[config.mk]
export PLATFORM = sky130hd
export DESIGN_NAME = fosc_cmd
export DESIGN_NICKNAME = d
export VERILOG_FILES = /design/src/rtl/fosc_pkg.sv /design/src/rtl/fosc_cmd.sv
export SDC_FILE = /design/constraint.sdc
export NUM_CORES = 1
export LEC_CHECK = 0
export BUFFER_PORTS_ARGS = -buffer_cell sky130_fd_sc_hd__buf_4
export CAP_MARGIN = 0
export CELL_PAD_IN_SITES_DETAIL_PLACEMENT = 1
export CELL_PAD_IN_SITES_GLOBAL_PLACEMENT = 2
export CORE_ASPECT_RATIO = 0.6
export CORE_MARGIN = 8
export CORE_UTILIZATION = 39
export DETAILED_ROUTE_END_ITERATION = 12
export GPL_TIMING_DRIVEN = 0
export HOLD_SLACK_MARGIN = 0.12
export PLACE_DENSITY = 0.88
export SETUP_SLACK_MARGIN = 0.05
export SLEW_MARGIN = 20
export SYNTH_ARGS = -nofsm -noshare
export SYNTH_HDL_FRONTEND = slang
export SYNTH_SLANG_ARGS = --single-unit
[constraint.sdc]
create_clock -name CLK -period 8.4 [get_ports CLK]
set_clock_uncertainty 0.05 [all_clocks]
set_input_delay 1.68 -clock CLK [delete_from_list [all_inputs] [get_ports CLK]]
set_output_delay 1.68 -clock CLK [all_outputs]
set_load 0.05 [all_outputs]
[src/rtl/fosc_pkg.sv]
/*
  Constants, carrier types and state codes for the serial frequency
  offset command interpreter.
  Assumes a single 40 MHz clock domain and 8N1 asynchronous framing.
*/
package fosc_pkg;

  // ----------------------------------------------------------------
  // Timing
  // ----------------------------------------------------------------
  localparam int unsigned CLK_HZ   = 40_000_000;
  localparam int unsigned BAUD     = 9600;

  // ----------------------------------------------------------------
  // Message framing
  // ----------------------------------------------------------------
  localparam logic [7:0]  CMD_SET_SAVE = 8'h2C;
  localparam logic [7:0]  CMD_READ     = 8'h2D;
  localparam logic [7:0]  CMD_SET_TEMP = 8'h2E;
  localparam logic [15:0] LEN_HDR      = 16'h0004;
  localparam logic [15:0] LEN_OFS      = 16'h0009;
  localparam logic [7:0]  RESP_CHK     = 8'h24;
  localparam logic [3:0]  IDX_HCHK     = 4'h3;
  localparam logic [3:0]  IDX_DCHK     = 4'h4;
  localparam logic [3:0]  IDX_RLAST    = 4'h8;
  localparam logic [3:0]  IDX_STOP     = 4'h9;

  // ----------------------------------------------------------------
  // Offset scaling and reset
  // ----------------------------------------------------------------
  localparam logic [31:0] OFFSET_RST   = 32'h0000_0000;
  localparam real         STEP_HZ      = 1.7854e-7;
  localparam real         SPAN_HZ      = 383.0;

  // ----------------------------------------------------------------
  // Types
  // ----------------------------------------------------------------
  typedef struct packed {
    logic [7:0]  cmd;
    logic [15:0] len;
  } fosc_hdr_t;

  typedef enum logic [2:0] {
    ST_HDR  = 3'b001,
    ST_DATA = 3'b010,
    ST_SEND = 3'b100
  } fosc_state_t;

endpackage : fosc_pkg

[src/rtl/fosc_cmd.sv]
/*
  Serial command interpreter: receives framed messages on an 8N1 line,
  sets or reads back a signed 32-bit frequency offset, requests
  nonvolatile saves.
  Assumes NV_OFFSET holds the stored offset, stable in the CLK domain
  by the first enabled cycle after reset release.
*/
// Operation
// - Header: command, length low, length high, header check byte.
// - Header check equals XOR of header bytes 0, 1 and 2.
// - Data bytes follow the header check directly; count per command.
// - A data check byte, XOR of all data bytes, follows data.
// - Length counts whole message; data-less message has length four.
// - Command 0x2C, length 9: apply offset and save it nonvolatile.
// - Offset is signed 32-bit, most significant byte first.
// - Command 0x2E, length 9: apply offset without saving.
// - Non-saving offset command accepted at any rate.
// - Read request: 0x2D, length 4, header check 0x29, no data.
// - Read answer: 0x2D, 9, 0x24, offset MSB first, data check.
// - Each offset step moves output by 1.7854E-7 Hz.
// - Full-scale codes map to about +383 Hz and -383 Hz.
// - Host sends on its transmit line; device answers on the other.
`timescale 1ns/1ps
module fosc_cmd #(
  parameter int unsigned CLKS_PER_BIT = fosc_pkg::CLK_HZ / fosc_pkg::BAUD
) (
  input  wire logic        CLK,
  input  wire logic        RESET,
  input  wire logic        CE,
  input  wire logic        RX_PIN,
  output logic             TX_PIN,
  input  wire logic [31:0] NV_OFFSET,
  output logic      [31:0] OFFSET,
  output logic             OFFSET_STB,
  output logic             NV_WRITE,
  output logic      [31:0] NV_DATA
);

  localparam logic [15:0] BIT_LAST  = 16'(CLKS_PER_BIT - 1);
  localparam logic [15:0] HALF_LAST = 16'(CLKS_PER_BIT / 2 - 1);

  // ----------------------------------------------------------------
  // Receiver, 8N1, sampled mid-bit
  // ----------------------------------------------------------------
  logic        rx_s1_q, rx_s2_q, rx_busy_q, rx_vld_q;
  logic [15:0] rx_cnt_q;
  logic [3:0]  rx_bit_q;
  logic [7:0]  rx_sh_q, rx_byte_q;

  always_ff @(posedge CLK or posedge RESET) begin
    if (RESET) begin
      rx_s1_q   <= 1'b1;
      rx_s2_q   <= 1'b1;
      rx_busy_q <= 1'b0;
      rx_vld_q  <= 1'b0;
      rx_cnt_q  <= 16'h0000;
      rx_bit_q  <= 4'h0;
      rx_sh_q   <= 8'h00;
      rx_byte_q <= 8'h00;
    end else if (CE) begin
      rx_s1_q  <= RX_PIN;
      rx_s2_q  <= rx_s1_q;
      rx_vld_q <= 1'b0;
      if (!rx_busy_q) begin
        if (!rx_s2_q) begin
          rx_busy_q <= 1'b1;
          rx_cnt_q  <= HALF_LAST;
          rx_bit_q  <= 4'h0;
        end
      end else if (rx_cnt_q != 16'h0000) begin
        rx_cnt_q <= rx_cnt_q - 16'h0001;
      end else begin
        rx_cnt_q <= BIT_LAST;
        rx_bit_q <= rx_bit_q + 4'h1;
        // Glitch shorter than half a bit is not a start bit
        if (rx_bit_q == 4'h0 && rx_s2_q) begin
          rx_busy_q <= 1'b0;
        end else if (rx_bit_q == fosc_pkg::IDX_STOP) begin
          rx_busy_q <= 1'b0;
          rx_vld_q  <= rx_s2_q;
          rx_byte_q <= rx_sh_q;
        end else if (rx_bit_q != 4'h0) begin
          rx_sh_q <= {rx_s2_q, rx_sh_q[7:1]};
        end
      end
    end
  end

  // ----------------------------------------------------------------
  // Transmitter, 8N1
  // ----------------------------------------------------------------
  logic        tx_busy_q, tx_ld;
  logic [15:0] tx_cnt_q;
  logic [3:0]  tx_bit_q;
  logic [9:0]  tx_sh_q;
  logic [7:0]  tx_byte;

  always_ff @(posedge CLK or posedge RESET) begin
    if (RESET) begin
      tx_busy_q <= 1'b0;
      tx_cnt_q  <= 16'h0000;
      tx_bit_q  <= 4'h0;
      tx_sh_q   <= 10'h3FF;
    end else if (CE) begin
      if (tx_ld) begin
        tx_sh_q   <= {1'b1, tx_byte, 1'b0};
        tx_cnt_q  <= BIT_LAST;
        tx_bit_q  <= 4'h0;
        tx_busy_q <= 1'b1;
      end else if (tx_busy_q) begin
        if (tx_cnt_q != 16'h0000) begin
          tx_cnt_q <= tx_cnt_q - 16'h0001;
        end else begin
          tx_cnt_q <= BIT_LAST;
          tx_sh_q  <= {1'b1, tx_sh_q[9:1]};
          tx_bit_q <= tx_bit_q + 4'h1;
          if (tx_bit_q == fosc_pkg::IDX_STOP) begin
            tx_busy_q <= 1'b0;
          end
        end
      end
    end
  end

  assign TX_PIN = tx_sh_q[0];

  // ----------------------------------------------------------------
  // Message parser
  // ----------------------------------------------------------------
  fosc_pkg::fosc_state_t st_q;
  fosc_pkg::fosc_hdr_t   hdr_q;
  logic [3:0]  idx_q;
  logic [7:0]  xor_q;
  logic [31:0] data_q, offset_q;
  logic        init_q, stb_q, nvw_q;

  wire hdr_ok   = rx_byte_q == xor_q;
  wire is_read  = hdr_q.cmd == fosc_pkg::CMD_READ &&
                  hdr_q.len == fosc_pkg::LEN_HDR;
  wire is_set   = (hdr_q.cmd == fosc_pkg::CMD_SET_SAVE ||
                   hdr_q.cmd == fosc_pkg::CMD_SET_TEMP) &&
                  hdr_q.len == fosc_pkg::LEN_OFS;
  wire hdr_end  = st_q == fosc_pkg::ST_HDR && rx_vld_q &&
                  idx_q == fosc_pkg::IDX_HCHK;
  wire data_end = st_q == fosc_pkg::ST_DATA && rx_vld_q &&
                  idx_q == fosc_pkg::IDX_DCHK;

  // Answer byte by position; data check is XOR of the four offset bytes
  function automatic logic [7:0] resp_byte(input logic [3:0]  i,
                                           input logic [31:0] v);
    case (i)
      4'h0:    resp_byte = fosc_pkg::CMD_READ;
      4'h1:    resp_byte = fosc_pkg::LEN_OFS[7:0];
      4'h2:    resp_byte = fosc_pkg::LEN_OFS[15:8];
      4'h3:    resp_byte = fosc_pkg::RESP_CHK;
      4'h4:    resp_byte = v[31:24];
      4'h5:    resp_byte = v[23:16];
      4'h6:    resp_byte = v[15:8];
      4'h7:    resp_byte = v[7:0];
      default: resp_byte = v[31:24] ^ v[23:16] ^ v[15:8] ^ v[7:0];
    endcase
  endfunction : resp_byte

  assign tx_ld   = st_q == fosc_pkg::ST_SEND && !tx_busy_q;
  assign tx_byte = resp_byte(idx_q, offset_q);

  always_ff @(posedge CLK or posedge RESET) begin
    if (RESET) begin
      st_q     <= fosc_pkg::ST_HDR;
      hdr_q    <= '0;
      idx_q    <= 4'h0;
      xor_q    <= 8'h00;
      data_q   <= 32'h0000_0000;
      offset_q <= fosc_pkg::OFFSET_RST;
      init_q   <= 1'b0;
      stb_q    <= 1'b0;
      nvw_q    <= 1'b0;
    end else if (CE) begin
      stb_q <= 1'b0;
      nvw_q <= 1'b0;
      // Stored offset restored once after power-up
      if (!init_q) begin
        init_q   <= 1'b1;
        offset_q <= NV_OFFSET;
      end
      case (st_q)
        fosc_pkg::ST_HDR: begin
          if (rx_vld_q && init_q) begin
            idx_q <= idx_q + 4'h1;
            xor_q <= (idx_q == 4'h0) ? rx_byte_q : xor_q ^ rx_byte_q;
            case (idx_q)
              4'h0:    hdr_q.cmd       <= rx_byte_q;
              4'h1:    hdr_q.len[7:0]  <= rx_byte_q;
              4'h2:    hdr_q.len[15:8] <= rx_byte_q;
              default: begin
                idx_q <= 4'h0;
                xor_q <= 8'h00;
                if (hdr_ok && is_read) begin
                  st_q <= fosc_pkg::ST_SEND;
                end else if (hdr_ok && is_set) begin
                  st_q <= fosc_pkg::ST_DATA;
                end
                // Anything else is dropped here
              end
            endcase
          end
        end
        fosc_pkg::ST_DATA: begin
          if (rx_vld_q) begin
            idx_q <= idx_q + 4'h1;
            if (idx_q == fosc_pkg::IDX_DCHK) begin
              idx_q <= 4'h0;
              st_q  <= fosc_pkg::ST_HDR;
              if (hdr_ok) begin
                // No rate limit on applying an offset
                offset_q <= data_q;
                stb_q    <= 1'b1;
                nvw_q    <= hdr_q.cmd == fosc_pkg::CMD_SET_SAVE;
              end
            end else begin
              data_q <= {data_q[23:0], rx_byte_q};
              xor_q  <= xor_q ^ rx_byte_q;
            end
          end
        end
        fosc_pkg::ST_SEND: begin
          // Bytes arriving before the last answer byte is loaded are not parsed
          if (tx_ld) begin
            idx_q <= idx_q + 4'h1;
            if (idx_q == fosc_pkg::IDX_RLAST) begin
              idx_q <= 4'h0;
              st_q  <= fosc_pkg::ST_HDR;
            end
          end
        end
        default: begin
          st_q  <= fosc_pkg::ST_HDR;
          idx_q <= 4'h0;
        end
      endcase
    end
  end

  // Full-scale code spans about +/-383 Hz at STEP_HZ per unit
  assign OFFSET     = offset_q;
  assign OFFSET_STB = stb_q;
  assign NV_WRITE   = nvw_q;
  assign NV_DATA    = offset_q;

  // ----------------------------------------------------------------
  // Checks
  // ----------------------------------------------------------------
  chk_hdr_reject: assert property (
    @(posedge CLK) disable iff (RESET)
    (CE && hdr_end && !hdr_ok) |=> st_q == fosc_pkg::ST_HDR && idx_q == 4'h0)
    else $error("bad header check not dropped");
  chk_apply_save: assert property (
    @(posedge CLK) disable iff (RESET)
    (CE && data_end && hdr_ok) |=> OFFSET_STB && OFFSET == $past(data_q))
    else $error("valid offset not applied");
  chk_temp_nosave: assert property (
    @(posedge CLK) disable iff (RESET)
    (OFFSET_STB && hdr_q.cmd == fosc_pkg::CMD_SET_TEMP) |-> !NV_WRITE)
    else $error("non-saving command wrote memory");
  chk_nv_pair: assert property (@(posedge CLK) disable iff (RESET)
    NV_WRITE |-> OFFSET_STB && NV_DATA == OFFSET &&
      hdr_q.cmd == fosc_pkg::CMD_SET_SAVE)
    else $error("save request without saving command");
  chk_data_reject: assert property (
    @(posedge CLK) disable iff (RESET)
    (CE && data_end && !hdr_ok) |=> !OFFSET_STB && $stable(OFFSET))
    else $error("bad data check changed offset");
  chk_read_start: assert property (
    @(posedge CLK) disable iff (RESET)
    (CE && hdr_end && hdr_ok && is_read) |=> st_q == fosc_pkg::ST_SEND)
    else $error("read request not answered");
  chk_resp_head: assert property (
    @(posedge CLK) disable iff (RESET)
    (CE && tx_ld && idx_q == 4'h3) |=>
      tx_sh_q[8:1] == fosc_pkg::RESP_CHK && !TX_PIN)
    else $error("answer header check wrong");
  chk_data_len: assert property (@(posedge CLK) disable iff (RESET)
    st_q == fosc_pkg::ST_DATA |-> hdr_q.len == fosc_pkg::LEN_OFS)
    else $error("data phase with wrong length");
  chk_tx_idle: assert property (@(posedge CLK) disable iff (RESET)
    (!tx_busy_q && !$past(tx_busy_q)) |-> TX_PIN)
    else $error("transmit line not idle high");

endmodule : fosc_cmd

==> Implementation_results.wiki <==
{| class="wikitable"
! Metric !! Value
|-
| Run status || finished clean
|-
| Post-synthesis mux area share || 9.717%
|-
| Area fraction in and, or, nand and nor cells after synthesis || 13.76%
|-
| Layout cells sized above 1 || 28.90%
|-
| DRT Wirelength || 27680 um
|-
| Residual antenna-violating net count after detailed routing || 0
|-
| Kind of path behind the tightest hold check || reg2reg
|-
| Worst setup margin || 5.037 ns
|-
| Post-DR vias/cell || 5.577
|-
| Total nets after synthesis || 901
|-
| Comb pwr share || 22.5%
|-
| Drt initial violations || around 510
|-
| Aggregate global-route resource usage || around 20%
|-
| Post-synthesis compound-gate area fraction || about 16%
|-
| WL/cell || 21.27 um
|-
| Area of combinational cells with multiple inputs || a little over 4000 um2
|-
| Initial Util || 39.53%
|-
| Non-filler instance count after layout || around 1300
|-
| Final clock period utilization by the worst path || 40.04%
|-
| # IOs || 103
|-
| Final setup vio count || 0
|-
| Most frequent cell after synthesis || sky130_fd_sc_hd__dfrtp_1
|-
| Height of the die || 134.3 um
|-
| Top cells by count, synth || sky130_fd_sc_hd__dfrtp_1 (164), sky130_fd_sc_hd__nand2_1 (72), sky130_fd_sc_hd__mux2_2 (67), sky130_fd_sc_hd__nor2_1 (66), sky130_fd_sc_hd__o21ai_0 (51)
|-
| Number of cells in the design after placement || 1269
|-
| Largest family of logic cells by synthesized area || compound AO/OA/AOI/OAI gates
|-
| Final core utilization || 47.26%
|-
| Crit path kind || in2reg
|-
| Yosys Warn Count || 0
|-
| Standard cell area after detailed placement || 10290 um2
|-
| Number of global-route vias before repair || 7283
|-
| Filler instances || 2591
|-
| Number of gates resized after CTS || 0
|-
| Endpoint arrival time on the critical path || 3.65 ns
|-
| HPWL Detailed || 20510 um
|-
| Ys async rst share || 100.0%
|-
| Flop pwr share || 42.9%
|-
| Number of enable-type register cells in the synthesized netlist || 0
|-
| GP Congestion || 0.8358
|-
| RSZ-0062 raised after global routing || false
|-
| Peak supply drop || 0.1192 mV
|-
| Maximum number of pins on one net before global-route repair || 101
|-
| Total number of placement rows || between 40 and 50
|-
| Fin. max-slew vios || 0
|-
| Register area || 4419 um2
|-
| Leakage power of the design || 4.922 nW
|-
| Synthesized-area fraction occupied by xor and xnor cells || under 10%
|-
| Flip-flop and latch count after synthesis || between 150 and 200
|-
| Proportion of power drawn by the clock network || around a third
|-
| Required time of the worst setup path || slightly below 9 ns
|-
| # clock sinks || between 150 and 200
|-
| Worst-skew pair later-pin latency || 0.44 ns
|-
| Vias || between 7000 and 8000
|-
| Worst-path maximum fanout || 10
|-
| Hold Fails Final Rpt || 0
|-
| Adder-cell share of the synthesized area || 1.787%
|-
| Horiz. Die Dim || 213.2 um
|-
| Category of the worst setup path capture point || flip-flop
|-
| Number of detailed-routing iterations run before antenna repair || 4
|-
| Minimum period implied by the final worst setup slack || 3.363 ns
|-
| First-pass GRT wire length || 44290 um
|-
| Number of diodes added for antenna fixing || 0
|-
| Maximum achievable frequency || 297.3 MHz
|-
| Mean Syn Cell Area || 10.69 um2
|-
| Dominant cell type by area after synthesis || sky130_fd_sc_hd__dfrtp_1
|-
| Startpoint type of the worst setup path || input pin
|-
| Area growth from synthesis to layout || 19.54%
|-
| Switching power || 0.0007851 W
|-
| Setup slack after placement || 4.633 ns
|-
| Max Cap Viol || 0
|-
| Number of distinct library cell variants in the gate-level netlist after synthesis || 78
|-
| Max clock buf depth || 2
|-
| Clock tree from TritonCTS || yes
|-
| Number of post-CTS setup repair buffers || 0
|-
| Initial antenna violation count || 0
|-
| Residual DRC || 0
|-
| Non-Filler Cell Area, Final || 10880 um2
|-
| Power Total || ~0.0023 W
|-
| Synth area leaders || sky130_fd_sc_hd__dfrtp_1 (45%), sky130_fd_sc_hd__mux2_2 (8.3%), sky130_fd_sc_hd__o221a_1 (3.6%)
|-
| Standard cell core area || 23030 um2
|-
| Internal Power || 0.001531 W
|-
| Number of input and output port buffers inserted || ~100
|-
| Die Area || between 20000 and 30000 um2
|-
| Sum of overflow across all layers after global routing || 0
|-
| Share of Yosys cell area claimed by the top area cell type || 45.08%
|-
| Cells after synthesis || about 850
|-
| Pin slew with the least headroom to its limit || 0.8789 ns
|-
| Register clock-pin slew on the reported worst setup and hold paths || about 0.07 ns
|-
| Number of levels the H-tree was split into || 4
|-
| Commonest register cell after synthesis || sky130_fd_sc_hd__dfrtp_1
|-
| Syn Std Cell Area || 9104 um2
|-
| Final #Nets || 1022
|-
| Sequential-to-total area share from yosys stat || 48.54%
|-
| Root cell of the clock tree || sky130_fd_sc_hd__clkbuf_16
|-
| Power density of the placed cells || 212.8 nW/um2
|-
| Worst slew margin relative to its limit || 41.28%
|-
| Sw frac || 33.90%
|-
| Hold Buf Count CTS || 0
|-
| Total CTS buffers || 17
|}
[per-stage QoR]
stage	hold slack (ns)	TNS [ns]
floorplan	0.3928	0
global placement	0.3923	-48.05
detailed placement	0.4104	0
CTS	0.4201	0
global route	0.4486	0
finish	0.4124	0
[layer usage]
metal  vias up  share of wire (%)  GRT usage [%]
li1       3334                  -              -
met2       158                 42          27.43
met3        16                5.8          4.963
met4         0               0.78          4.173
met5         -                  0              0
met1      3748                 51          30.95
[power groups by stage]
| stage | sequential [W] | combinational [W] | clock [W] |
|---|---|---|---|
| final | 0.000993 | 0.000521 | 0.000802 |
| after global routing | 0.00100 | 0.000556 | 0.000852 |
| after CTS | 0.000991 | 0.000525 | 0.000819 |
| after detailed placement | 0.00101 | 0.000523 | 0 |
| after global placement | 0.00101 | 0.000510 | 0 |
| after floorplan | 0.00104 | 0.000314 | 0 |
[cell usage in the layout, fill, tap and decap left out, types with 5 or more instances in the layout]
cell type                   instances
sky130_fd_sc_hd__a21oi_1           24
sky130_fd_sc_hd__a221oi_1           6
sky130_fd_sc_hd__a22o_1            14
sky130_fd_sc_hd__a22oi_1            7
sky130_fd_sc_hd__a31oi_1            7
sky130_fd_sc_hd__a32o_1             9
sky130_fd_sc_hd__buf_1              6
sky130_fd_sc_hd__buf_2              6
sky130_fd_sc_hd__buf_4            133
sky130_fd_sc_hd__buf_6              5
sky130_fd_sc_hd__clkbuf_1          28
sky130_fd_sc_hd__clkbuf_16         17
sky130_fd_sc_hd__dfrtp_1          164
sky130_fd_sc_hd__dfstp_2           12
sky130_fd_sc_hd__ha_1              13
sky130_fd_sc_hd__inv_1             20
sky130_fd_sc_hd__inv_6              5
sky130_fd_sc_hd__mux2_2            67
sky130_fd_sc_hd__mux2_4             8
sky130_fd_sc_hd__nand2_1           72
sky130_fd_sc_hd__nand2b_1           6
sky130_fd_sc_hd__nand3_1           22
sky130_fd_sc_hd__nor2_1            66
sky130_fd_sc_hd__nor2b_1            5
sky130_fd_sc_hd__nor3_1            12
sky130_fd_sc_hd__nor4_1             9
sky130_fd_sc_hd__o21ai_0           51
sky130_fd_sc_hd__o221a_1           29
sky130_fd_sc_hd__o221ai_1           5
sky130_fd_sc_hd__o22ai_1            5
sky130_fd_sc_hd__o31ai_1            8
sky130_fd_sc_hd__or3_1              9
sky130_fd_sc_hd__or4_1              6
sky130_fd_sc_hd__xnor2_1           22
sky130_fd_sc_hd__xor2_1            18
[path summary, 6_finish.rpt]
| kind | slack (ns) | start | cells past startpoint | endpoint |
|---|---|---|---|---|
| min reg2reg | 0.41 | tx_sh_q[0] | 2 | tx_sh_q[0] |
| max in group asynchronous | 6.13 | RESET | 3 | tx_sh_q[2] |
| max | 5.04 | CE | 6 | xor_q[0] |
| min | 0.41 | tx_sh_q[0] | 2 | tx_sh_q[0] |
| min in group asynchronous | 1.25 | RESET | 2 | data_q[0] |
| max reg2reg | 5.63 | idx_q[0] | 8 | NV_DATA[25] |
[state kept, by name (all words and copies together), names as in the netlist, 8 cells and up]
register and cells:
NV_DATA 32, data_q 32, hdr_q 24, rx_byte_q 8
rx_cnt_q 16, rx_sh_q 8, tx_cnt_q 16, tx_sh_q 9
xor_q 8
[critical path: stages]
cell and delay, ns:
sky130_fd_sc_hd__clkbuf_1 0.35, sky130_fd_sc_hd__nand2_1 0.19, sky130_fd_sc_hd__a211oi_1 0.71, sky130_fd_sc_hd__buf_2 0.36
sky130_fd_sc_hd__o21ai_0 0.12, sky130_fd_sc_hd__a32o_1 0.22
[final cells by class]
class / instances / area share [%]
sequential: 176 / 40.61
multi-input combinational: 576 / 38.11
timing repair buffer: 102 / 7.220
buffer: 78 / 4.219
clock buffer: 18 / 4.035
tap: 315 / 3.622
clock inverter: 14 / 1.357
inverter: 22 / 0.8278
[kinds of logic (layout without fill, tap and decap cells)]
logic type	Yosys count	count (layout)
adders and majority gates	13	13
buffers and inverters	100	234
AOI/OAI and AO/OA	200	200
DFF	176	176
and+or+nand+nor	247	247
muxes	76	76
xor gates and xnor gates	40	40
Power figures use the tool's default switching activity.
